### config.mk
export PLATFORM = sky130hd
export DESIGN_NAME = trigger_pulse_generator
export DESIGN_NICKNAME = d
export VERILOG_FILES = /design/src/rtl/tpg_pkg.sv /design/src/rtl/trigger_pulse_generator.sv
export VERILOG_INCLUDE_DIRS = /design/src /design/src/rtl
export SDC_FILE = /design/constraint.sdc
export NUM_CORES = 1
export LEC_CHECK = 0
export BUFFER_PORTS_ARGS = -buffer_cell sky130_fd_sc_hd__buf_2
export CORE_ASPECT_RATIO = 0.9
export CORE_MARGIN = 2
export CORE_UTILIZATION = 50
export DETAILED_ROUTE_END_ITERATION = 12
export PLACE_DENSITY_LB_ADDON = 0.12
export SYNTH_ARGS = -nofsm -noshare
export SYNTH_HDL_FRONTEND = slang
export SYNTH_SLANG_ARGS = --single-unit
### constraint.sdc
create_clock -name core_clk -period 11.68 [get_ports core_clk]
set_clock_uncertainty 0.2 [all_clocks]
set_input_delay 1.168 -clock core_clk [delete_from_list [all_inputs] [get_ports core_clk]]
set_output_delay 1.168 -clock core_clk [all_outputs]
set_load 0.005 [all_outputs]
### src/rtl/tpg_regs.svh
`ifndef TPG_REGS_SVH
`define TPG_REGS_SVH

// Timebase and the least gap between pulse width and pulse period.
`define TPG_CLK_PERIOD_NS 5
`define TPG_MIN_GAP_NS    20
`define TPG_MIN_GAP_CYC   ((`TPG_MIN_GAP_NS + `TPG_CLK_PERIOD_NS - 1) / `TPG_CLK_PERIOD_NS)

// Counter width for period, width, delay and spacing settings.
`define TPG_CNT_W         32

// Pulse mode encodings.
`define TPG_PM_SINGLE     1'h0
`define TPG_PM_DOUBLE     1'h1

// Trigger mode encodings.
`define TPG_TM_AUTO       3'h0
`define TPG_TM_SINGLE     3'h1
`define TPG_TM_EXT_SINGLE 3'h2
`define TPG_TM_EXT_RETRIG 3'h3
`define TPG_TM_EXT_GATED  3'h4

// Reset values.
`define TPG_RST_CNT       32'h0000_0000

`endif

### src/rtl/tpg_pkg.sv
`include "tpg_regs.svh"

package tpg_pkg;

    typedef enum logic [0:0] {
        PM_SINGLE = `TPG_PM_SINGLE,
        PM_DOUBLE = `TPG_PM_DOUBLE
    } pulse_mode_t;

    typedef enum logic [2:0] {
        TM_AUTO       = `TPG_TM_AUTO,
        TM_SINGLE     = `TPG_TM_SINGLE,
        TM_EXT_SINGLE = `TPG_TM_EXT_SINGLE,
        TM_EXT_RETRIG = `TPG_TM_EXT_RETRIG,
        TM_EXT_GATED  = `TPG_TM_EXT_GATED
    } trig_mode_t;

    typedef enum logic [1:0] {
        ST_IDLE  = 2'h0,
        ST_DELAY = 2'h1,
        ST_RUN   = 2'h2
    } gen_state_t;

    // Timing settings: pulse mode, then period, widths and delays in timebase clock cycles.
    typedef struct packed {
        pulse_mode_t           pulse_mode;
        logic [`TPG_CNT_W-1:0] period;
        logic [`TPG_CNT_W-1:0] width;
        logic [`TPG_CNT_W-1:0] width2;
        logic [`TPG_CNT_W-1:0] delay;
        logic [`TPG_CNT_W-1:0] dbl_delay;
    } timing_t;

    // Output stage settings.
    typedef struct packed {
        logic out_enable;
        logic invert;
        logic sync_seq;
    } out_cfg_t;

endpackage : tpg_pkg

### src/rtl/trigger_pulse_generator.sv
`include "tpg_regs.svh"

module trigger_pulse_generator
    import tpg_pkg::*;
(
    input  wire logic       core_clk,    // 200 MHz timebase
    input  wire logic       resetn,      // asynchronous reset, active low
    input  wire timing_t    timing,      // period, widths and delays in cycles
    input  wire trig_mode_t trig_mode,   // trigger mode select
    input  wire out_cfg_t   out_cfg,     // enable, polarity, sync marking
    input  wire logic       exec_single, // one-cycle manual execute pulse
    input  wire logic       ext_trig,    // external trigger pin
    input  wire logic       ext_gate,    // external gate pin
    output logic            mod_out,     // modulation signal to the modulator
    output logic            conn_out,    // pulse connector level
    output logic            conn_oe,     // pulse connector driven
    output logic            sync_out,    // sequence marker pulse
    output logic            cfg_error    // width too close to period
);

    typedef struct packed {
        gen_state_t            st;
        logic [`TPG_CNT_W-1:0] cnt;
        logic [`TPG_CNT_W-1:0] dcnt;
        timing_t               lat;
        logic                  trig_s1;
        logic                  trig_s2;
        logic                  trig_d;
        logic                  gate_s1;
        logic                  gate_s2;
        logic                  mod;
        logic                  conn;
        logic                  oe;
        logic                  sync;
        logic                  err;
    } core_state_t;

    localparam logic [`TPG_CNT_W:0] MIN_GAP = (`TPG_CNT_W+1)'(`TPG_MIN_GAP_CYC);

    core_state_t r;
    core_state_t n;

    logic                  trig_ev;
    logic                  cfg_ok;
    logic                  start;
    logic                  period_end;
    logic                  seq_start;

    // High level of the pattern at count c with latched settings t.
    function automatic logic pattern_hi(input logic [`TPG_CNT_W-1:0] c, input timing_t t);
        logic                  first;
        logic                  second;
        logic [`TPG_CNT_W:0]   end2;
        first  = c < t.width;
        end2   = {1'b0, t.dbl_delay} + {1'b0, t.width2};
        second = (t.pulse_mode == PM_DOUBLE) && (c >= t.dbl_delay)
                 && ({1'b0, c} < end2);
        pattern_hi = first | second;
    endfunction : pattern_hi

    always_comb begin
        n          = r;
        trig_ev    = r.trig_s2 & ~r.trig_d;
        cfg_ok     = ({1'b0, timing.width} + MIN_GAP) <= {1'b0, timing.period};
        period_end = (r.st == ST_RUN) && (r.cnt == r.lat.period - 1'b1);
        seq_start  = 1'b0;

        n.trig_s1 = ext_trig;
        n.trig_s2 = r.trig_s1;
        n.trig_d  = r.trig_s2;
        n.gate_s1 = ext_gate;
        n.gate_s2 = r.gate_s1;
        n.err     = ~cfg_ok;

        case (trig_mode)
            TM_AUTO:       start = (r.st == ST_IDLE);
            TM_SINGLE:     start = (r.st == ST_IDLE) && exec_single;
            TM_EXT_SINGLE: start = (r.st == ST_IDLE) && trig_ev;
            TM_EXT_RETRIG: start = trig_ev;
            TM_EXT_GATED:  start = (r.st == ST_IDLE) && r.gate_s2;
            default:       start = 1'b0;
        endcase
        start = start && cfg_ok;

        case (r.st)
            ST_IDLE: begin
            end
            ST_DELAY: begin
                n.dcnt = r.dcnt + 1'b1;
                if (r.dcnt == r.lat.delay - 1'b1) begin
                    n.st      = ST_RUN;
                    n.cnt     = `TPG_RST_CNT;
                    seq_start = 1'b1;
                end
            end
            ST_RUN: begin
                n.cnt = r.cnt + 1'b1;
                if (period_end) begin
                    if ((trig_mode == TM_AUTO || (trig_mode == TM_EXT_GATED && r.gate_s2)) && cfg_ok) begin
                        n.cnt     = `TPG_RST_CNT;
                        n.lat     = timing;
                        seq_start = 1'b1;
                    end else begin
                        n.st = ST_IDLE;
                    end
                end
            end
            default: begin
                n.st = ST_IDLE;
            end
        endcase

        if (start) begin
            n.lat  = timing;
            n.dcnt = `TPG_RST_CNT;
            n.cnt  = `TPG_RST_CNT;
            if (timing.pulse_mode == PM_SINGLE && timing.delay != `TPG_RST_CNT) begin
                n.st = ST_DELAY;
                // A restart into the delay drops a marker raised by the state it leaves.
                seq_start = 1'b0;
            end else begin
                n.st      = ST_RUN;
                seq_start = 1'b1;
            end
        end

        if (trig_mode == TM_EXT_GATED && !r.gate_s2) begin
            n.st      = ST_IDLE;
            seq_start = 1'b0;
        end

        n.mod  = (n.st == ST_RUN) && pattern_hi(n.cnt, n.lat);
        n.sync = out_cfg.sync_seq && seq_start;
        n.oe   = out_cfg.out_enable;
        n.conn = out_cfg.out_enable && (n.mod ^ out_cfg.invert);
    end

    always_ff @(posedge core_clk or negedge resetn) begin
        if (!resetn) begin
            r <= '0;
        end else begin
            r <= n;
        end
    end

    assign mod_out   = r.mod;
    assign conn_out  = r.conn;
    assign conn_oe   = r.oe;
    assign sync_out  = r.sync;
    assign cfg_error = r.err;
endmodule : trigger_pulse_generator

# Word level (Yosys, flattened, before mapping)

Cells that the tools add are included.

Bits in registers: 237
Input bits: 172
Output and inout port bits: 5
Logic and storage cells: 89

Add/subtract/negate cells: 6
$lt $le $gt $ge: 4
Equality and inequality tests: 9
Muxes and demuxes: 21
Bitwise logic cells: 6
Reductions and logical operators: 24

Operators with widths:

| cell                    | number |
|---|---|
| $mux W161               | 3 |
| $mux W227               | 1 |
| $mux W34                | 2 |
| $add A32 B1 Y32 const B | 2 |
| $eq A32 B32 Y1          | 2 |
| $mux W32                | 2 |
| $pmux W32 S2            | 1 |
| $sub A32 B1 Y32 const B | 2 |
| $add A32 B3 Y33 const B | 1 |
| $add A32 B32 Y33        | 1 |
| $le A33 B32 Y1          | 1 |
| $lt A32 B33 Y1          | 1 |
| $ge A32 B32 Y1          | 1 |
| $lt A32 B32 Y1          | 1 |
| $reduce_bool A32 Y1     | 1 |
| $logic_and A1 B1 Y1     | 14 |
| $reduce_bool A2 Y1      | 4 |
| $eq A3 B2 Y1 const B    | 2 |
| $mux W1                 | 6 |
| $mux W2                 | 3 |
| $pmux W2 S3             | 1 |
| $pmux W1 S5             | 1 |
| $eq A2 B2 Y1 const B    | 2 |
| $eq A3 B1 Y1 const B    | 1 |
| other kinds (12)        | 14 |

# Longest topological paths before layout

Gate-level depths: netlist (run 1).

Word-level depth: 15
Mapped depth: 46
Gate-level depth less buffers: 44

# Least setup slack after synthesis (run 1)

Ideal clock, no wire load.

Path type: input port to flip-flop
Start point: input timing[98] in the netlist's numbering
End point: register r, in the netlist conn_out
Library setup time: 0.126 ns
Arrival time: 9.317 ns
Required time: 11.354 ns
Slack: 2.037 ns
Stages on the path: 40
Buffers on the path: 3
Cell sequence: ha_1 > nand3_1 > nor4_1 > and3_1 > clkbuf_1 > nand2_1 > xnor2_1 > ha_1 > a21o_1 > a32oi_1 > nand4_1 > or4_1 > o2bb2ai_1 > inv_1 > nor2_1 > a31oi_2 > clkbuf_1 > buf_2 > [4 not listed] > o21ai_0 > nand3_1 > a21oi_1 > o31ai_1 > nand2b_1 > a31o_2 > a21o_1 > a21oi_1 > xor2_1 > ha_1 > nand4_1 > nor3_1 > nand4_1 > or3_1 > o22a_1 > a21oi_1 > o22ai_2 > mux2i_1

RTL lines:

| element              | RTL line                       | source |
|---|---|---|
| from (decl)          | trigger_pulse_generator.sv:8   | `input wire timing_t timing,` |
| to (signal assigned) | trigger_pulse_generator.sv:142 | `r <= n;` |
| to (decl)            | trigger_pulse_generator.sv:40  | `core_state_t r;` |

==> results of run 1 <==
per-stage QoR:
| stage | utilization | setup slack, ns | cells | power [uW] | hold slack (ns) |
|---|---|---|---|---|---|
| after global routing | 0.573 | 0.646 | 2505 | 5210 | 0.167 |
| after floorplan | - | 2.04 | 1871 | 3250 | 0.131 |
| after global placement | 0.547 | 1.15 | 2459 | 3870 | 0.140 |
| after CTS | 0.573 | 1.56 | 2505 | 4800 | 0.157 |
| final | 0.573 | 1.38 | 2506 | 4800 | 0.153 |
| after detailed placement | 0.547 | 0.994 | 2459 | 3920 | 0.137 |
cell type report:
| class | count | area [um^2] |
|---|---|---|
| Antenna cell | 1 | 2.50 |
| Clock buffer | 41 | 831 |
| Clock inverter | 5 | 53.8 |
| Fill cell | 3109 | 14600 |
| Inverter | 129 | 484 |
| Multi-Input combinational cell | 1438 | 10700 |
| Sequential cell | 237 | 5930 |
| Tap cell | 462 | 578 |
| Timing Repair Buffer | 193 | 1020 |
layout by cell type (no fill, tap or decap), drive strengths merged, types with 10 or more instances in the layout:
cell / n
xor2: 80
or4: 17
or3: 15
inv: 130
o21a: 12
a31oi: 19
nor2b: 22
nor4: 36
a211oi: 12
mux2: 81
dfrtp: 237
nand2b: 16
nor2: 116
mux2i: 60
xnor2: 85
a21o: 46
nor3: 42
and2: 12
a21oi: 99
a311oi: 15
nand4: 48
nand2: 116
nor3b: 15
nand3: 51
and3: 32
ha: 167
a31o: 10
o21ai: 98
clkbuf: 41
buf: 193
flip-flops by register name, summed over array words and instances, names as in the netlist:
| signal | count |
|---|---|
| cfg_error | 1 |
| conn_oe | 1 |
| conn_out | 1 |
| mod_out | 1 |
| n | 3 |
| r | 229 |
| sync_out | 1 |
power by group through the flow:
stage / clock, uW / combinational, uW / sequential [uW]
after global placement: 0 / 2490 / 1370
after global routing: 912 / 2880 / 1420
after detailed placement: 0 / 2540 / 1380
after CTS: 878 / 2550 / 1370
final: 860 / 2560 / 1380
after floorplan: 0 / 2000 / 1260
kinds of logic (layout without fill, tap and decap cells):
kind of cell	after synthesis	in the layout	share of synthesized area
buffers and inverters	196	368	0.0441
multiplexers	141	141	0.0874
XOR/XNOR	165	165	0.0833
AO/OA/AOI/OAI	385	385	0.144
other	0	1	0
flip-flops	237	237	0.342
adder cells (fa/ha/maj)	168	168	0.122
AND/OR/NAND/NOR	579	579	0.177
critical path: cells and delay by family:
kind	cells	cell delay, ns
multiplexers	2	0.54
AND/OR/NAND/NOR	16	3.91
adder cells (fa/ha/maj)	4	1.24
AO/OA/AOI/OAI	13	3.16
XOR/XNOR	2	0.25
buffers and inverters	2	0.26
layer usage:
layer / GRT usage / wire [um] / vias to the layer above
met4: 0.0717 / 1320 / 2
li1: - / - / 7127
met1: 0.385 / 23200 / 7054
met3: 0.0479 / 2840 / 77
met5: 0 / 13 / -
met2: 0.426 / 21700 / 396
worst paths after layout:
| kind | endpoint | slack, ns | cells after the start |
|---|---|---|---|
| worst max-delay path | conn_out$_DFF_PN0_ | 1.38 | 39 |
| worst min-delay path | r[5]$_DFF_PN0_ | 0.15 | 0 |
| worst max register to register | conn_out$_DFF_PN0_ | 2.63 | 29 |
| worst min register to register | r[5]$_DFF_PN0_ | 0.15 | 0 |
| max in group asynchronous | r[65]$_DFFE_PN0P_ | 8.80 | 3 |
| min in group asynchronous | r[163]$_DFFE_PN0P_ | 0.46 | 1 |
==> metrics.md, run 1 <==
| Metric | Value |
|---|---|
| Clock Tree Buf Depth | 3 |
| Sum Neg Setup Slack | 0 ns |
| Outcome | complete, no violations |
| CP startpoint | timing[100] |
| Nets | 2,367 |
| Area share of the largest cell type after synthesis | 0.342 |
| CP peak stage delay | 0.59 ns |
| Slowest CP cell | o2bb2ai_1 |
| # IOs | between 150 and 200 |
| RSZ-0062 raised after global routing | no |
| WL final | 49.1 mm |
| Core Footprint | 0.0341 mm^2 |
| Dominant cells by area after synthesis | dfrtp_1 (34%), ha_1 (12%), xnor2_1 (4.3%) |
| Area delta synth->final | 12.8% |
| Syn Area/Cell | 9.27 um^2 |
| Total gr overflow | 0 |
| CP Class | in -> reg |
| Asr flop ratio synth | 1.00 |
| MaxCap Viol Count | 0 |
| Sw frac | 0.435 |
| Net Count, Synth | 2,211 |
| Hold Violations, Final | 0 |
| Setup Buffers After CTS | 0 |
| Most common cell in the netlist | dfrtp_1 |
| Critical path peak fanout | 15 |
| Critical R2R Launch | r[140]$_DFFE_PN0P_ |
| Most common library cells after synthesis | dfrtp_1 (237), ha_1 (167), inv_1 (129) |
| Ys Warns | 0 |
| Clock share of power | 0.179 |
| Share of the yosys chip area belonging to registers | 0.342 |
| Clk Latency, worst-skew pair | about 0.56 ns |
| Die W | 200 um |
| Slew Viols, Final | 0 |
| Initial DRC count | between 900 and 1,000 |
| # port buffers | 176 |
| Post-detail-place hpwl | 38.5 mm |
| Netlist cell types | 83 |
| Post-CTS resize count | 0 |
| Chip Height | about 180 um |
| Logic pwr share | 0.534 |
| Initial antenna violation count | 2 |
| Rows | 64 |
| Clk sink count | 237 |
| Vias | around 15,000 |
| Layout cell share with drive strength beyond 1 | 0.154 |
| Largest net degree at the start of global routing | 123 |
| Drc violations | 0 |
| DR pass1 iterations | 5 |
| Synth area leader | dfrtp_1 |
| Hold buffers post-CTS | 0 |
| Worst Setup Start Kind | input port |
| CTS root buf | clkbuf_16 |
| Slew at the pin closest to its max-slew limit | about 1.0 ns |
| Period utilization | 0.882 |
| Critical Path AT | 10.53 ns |
| Worst Setup End Kind | flip-flop |
| Top_reg_cell synth | dfrtp_1 |
| Max-slew headroom | 0.301 |
| Synth Register Bits | 237 |
| Int Power | 2710 uW |
| Global-route wire length before repair | around 80 mm |
| Hold Path Class | reg -> reg |
| Routed WL per cell | 19.6 um |
| Final setup vio count | 0 |
| TritonCTS Buffers | 28 |
| Number of global-route vias before repair | 14,500 |
| P_leak | between 0.009 and 0.01 uW |
| Die area | between 0.03 and 0.04 mm^2 |
| Worst vdd ir | 0.000147 V |
| H-tree Lvls | 1 |
| GP Congestion | 0.936 |
| Sequential share of power | 0.287 |
| Starting Density | 0.508 |
| Hold_sp | n[5]$_DFF_PN0_ |
| Placed Area | 0.0187 mm^2 |
| Clk pin slew, worst setup/hold paths | 0.06 ns |
| Vias per cell | 5.85 |
| Post-DRT Antenna Nets | 0 |
| Post-synth EDFFs | 0 |
| Overall routing resource usage | 0.271 |
| Crit path time final | 10.30 ns |
| PwrDens | 245 mW/mm^2 |
| Synth Cell Area | 0.0173 mm^2 |
| NetSw | 2090 uW |
| Fmax achieved | 97.1 MHz |
| Final instance area | 0.0196 mm^2 |
| CTS tree | built |
| Post-synthesis instance total | around 1,900 |
| Crit path required time | 11.91 ns |
Note: power is estimated with default switching activity, not from simulation.
==> inputs of run 2 (changes only) <==
--- a/config.mk
+++ b/config.mk
@@ -11,6 +11,7 @@
 export CORE_MARGIN = 2
 export CORE_UTILIZATION = 50
 export DETAILED_ROUTE_END_ITERATION = 12
+export GPL_TIMING_DRIVEN = 0
 export PLACE_DENSITY_LB_ADDON = 0.12
 export SYNTH_ARGS = -nofsm -noshare
 export SYNTH_HDL_FRONTEND = slang
==> metrics.md, run 2 (synthesized netlist as in run 1, its figures left out) <==
| Metric | Value |
|---|---|
| GRT met1 Usage | 0.401 (+0.0155) |
| Period utilization | 0.940 (+0.0575) |
| R2r endpoint | conn_out$_DFF_PN0_ |
| CP Depth | 44 (+13%) |
| Worst vdd ir | 0.000180 V (+22%) |
| Reg area | 0.00593 mm^2 (unchanged) |
| Max FFs per register | 229 (unchanged) |
| Sum Neg Setup Slack | 0 ns (unchanged) |
| WL final | 51.0 mm (+3.9%) |
| Hold Violations, Final | 0 (unchanged) |
| Overall routing resource usage | 0.279 (+0.00855) |
| Most common cell on crit path | ha_1 |
| Reg2Reg Depth | 34 (+17%) |
| Most common cell after layout, fill and taps aside | dfrtp_1 |
| Vias | 15,100 (+2.9%) |
| Max-slew headroom | 0.0963 (-0.205) |
| Core Footprint | 0.0341 mm^2 (unchanged) |
| Commonest cells after routing, fill and taps aside | dfrtp_1 (237), buf_2 (189), ha_1 (167) |
| Area delta synth->final | 14.3% |
| Slew Viols, Final | 0 (unchanged) |
| Slew at the pin closest to its max-slew limit | 1.32 ns (+0.273 ns) |
| CP peak stage delay | 0.46 ns (-0.13 ns) |
| MaxCap Viol Count | 0 (unchanged) |
| Outcome | complete, no violations |
| P_leak | 0.00969 uW (+0.99%) |
| Area of the multi-input gates | 0.0107 mm^2 (+0.33%) |
| Routed WL per cell | 19.9 um (+1.7%) |
| Met3 Use GR | 0.0430 (-0.00488) |
| Rows | 64 (unchanged) |
| Slowest CP cell | nor4_2 |
| N_diodes | 0 (-1) |
| Starting Density | 0.508 (unchanged) |
| Placed Area | 0.0189 mm^2 (+1.0%) |
| Final instance area | 0.0198 mm^2 (+1.3%) |
| Clk pin slew, worst setup/hold paths | 0.06 ns (about the same) |
| Number of global-route vias before repair | 14,600 (+0.49%) |
| Critical path peak fanout | 10 (-5) |
| Vias per cell | 5.89 (+0.80%) |
| Nets | 2,418 (+2.2%) |
| Die area | 0.0362 mm^2 (unchanged) |
| Crit path time final | 10.97 ns (+0.671 ns) |
| GP Congestion | 0.943 (+0.76%) |
| Critical R2R Launch | r[141]$_DFFE_PN0P_ |
| TritonCTS Buffers | 26 (-7.1%) |
| Met2 Resource Use GR | 0.442 (+0.0167) |
| H-tree Lvls | 1 (unchanged) |
| Worst Setup Start Kind | input port |
| Hold_ws | 0.157 ns (+0.00400 ns) |
| Top reg by flops | r |
| Initial antenna violation count | 1 (-1) |
| Total gr overflow | 0 (unchanged) |
| Reg2reg setup slack | 1.96 ns (-0.67 ns) |
| Chip Height | 181 um (unchanged) |
| CTS root buf | clkbuf_16 |
| CP startpoint | timing[99] |
| Delay-heaviest family, CP | compound AO/OA/AOI/OAI gates |
| Hold EP | r[5]$_DFF_PN0_ |
| Clock Tree Buf Depth | 3 (unchanged) |
| # port buffers | 176 (unchanged) |
| Global-route wire length before repair | 80.7 mm (+1.9%) |
| Post-DRT Antenna Nets | 0 (unchanged) |
| WP buf/inv | 7 (+5) |
| Finished Layout Cells | 2,559 (+2.1%) |
| Final setup vio count | 0 (unchanged) |
| Crit path required time | 11.95 ns (+0.04 ns) |
| Clk sink count | 237 (unchanged) |
| Critical Path AT | 11.25 ns (+0.72 ns) |
| Post-detail-place hpwl | 40.3 mm (+4.8%) |
| Fin util | 0.581 (+0.00763) |
| Drc violations | 0 (unchanged) |
| Initial DRC count | 1,192 (+29%) |
| Hold Path Stages | 0 (unchanged) |
| Die W | 200 um (unchanged) |
| # placed instances | 2,511 (+2.1%) |
| Worst Setup End Kind | flip-flop |
| Hold_sp | n[5]$_DFF_PN0_ |
| Hold Path Class | reg -> reg |
| Layout cell share with drive strength beyond 1 | 0.156 (+0.00223) |
| DR pass1 iterations | 7 (+2) |
| Clk Latency, worst-skew pair | 0.56 ns (about the same) |
| CP Class | in -> reg |
| CTS tree | built |
| Largest net degree at the start of global routing | 123 (unchanged) |
| # IOs | 177 (unchanged) |
| Hold buffers post-CTS | 0 (unchanged) |
| PwrDens | 245 mW/mm^2 (-0.10%) |
| GRT Max-Usage Layer | met2 |
| Fmax achieved | 91.1 MHz (-6.1%) |
| Fill cells | 3,126 (+0.55%) |
-- run 2: cell types whose count changed in the layout (fill, tap and decap cells not counted), sizes merged --
cell	delta
buf	+7
bufinv	+1
clkbuf	+43
clkinv	+4
diode	-1
inv	-1
-- run 2: timing repair --
action / 4_1_cts / 5_1_grt
endpoints found under the setup margin: 2 / 2
buffers inserted: 0 / 1
gates resized for setup: 5 / 13
pin swaps: 0 / 1
-- run 2: metrics by stage --
step,total power [uW],setup slack (ns)
floorplan,3250,2.04
global placement,3880,-1.33
detailed placement,3970,-1.39
CTS,4850,0.0419
global route,5270,-0.0312
finish,4860,0.705
-- run 2: worst max path at each step --
stage	to
final	conn_out$_DFF_PN0_
after global routing	conn_out$_DFF_PN0_
after CTS	conn_out$_DFF_PN0_
after detailed placement	conn_out$_DFF_PN0_
after global placement	conn_out$_DFF_PN0_
after floorplan	conn_out$_DFF_PN0_
-- run 2: report_power, final --
group	total [uW]	internal [uW]	switching, uW	leakage, uW
Combinational	2680	1110	1570	0.00629
Sequential	1320	1110	209	0.00296
Clock	856	509	347	0.000444
Total	4860	2730	2120	0.00969
-- run 2: worst reg2reg max path: cells and delay by family (launching register included) --
| kind | cells | cell delay (ns) |
|---|---|---|
| mux | 2 | 0.56 |
| fa+ha+maj | 3 | 1.06 |
| compound gates | 17 | 3.93 |
| flops | 1 | 0.36 |
| buf+inv | 4 | 0.91 |
| simple gates | 8 | 2.64 |
-- run 2: per-layer routing --
metal  wire, um  vias up
met5         13        -
met4       1320        2
met3       3140       92
met2      22500      486
met1      24000     7276
li1           -     7229
-- run 2: final cells by class --
cell class                 count  area share
inverter                     129      0.0244
multi-input combinational   1438       0.540
buffer                        67      0.0147
clock inverter                 9     0.00499
timing repair buffer         179      0.0481
tap                          462      0.0292
sequential                   237       0.299
clock buffer                  38      0.0397
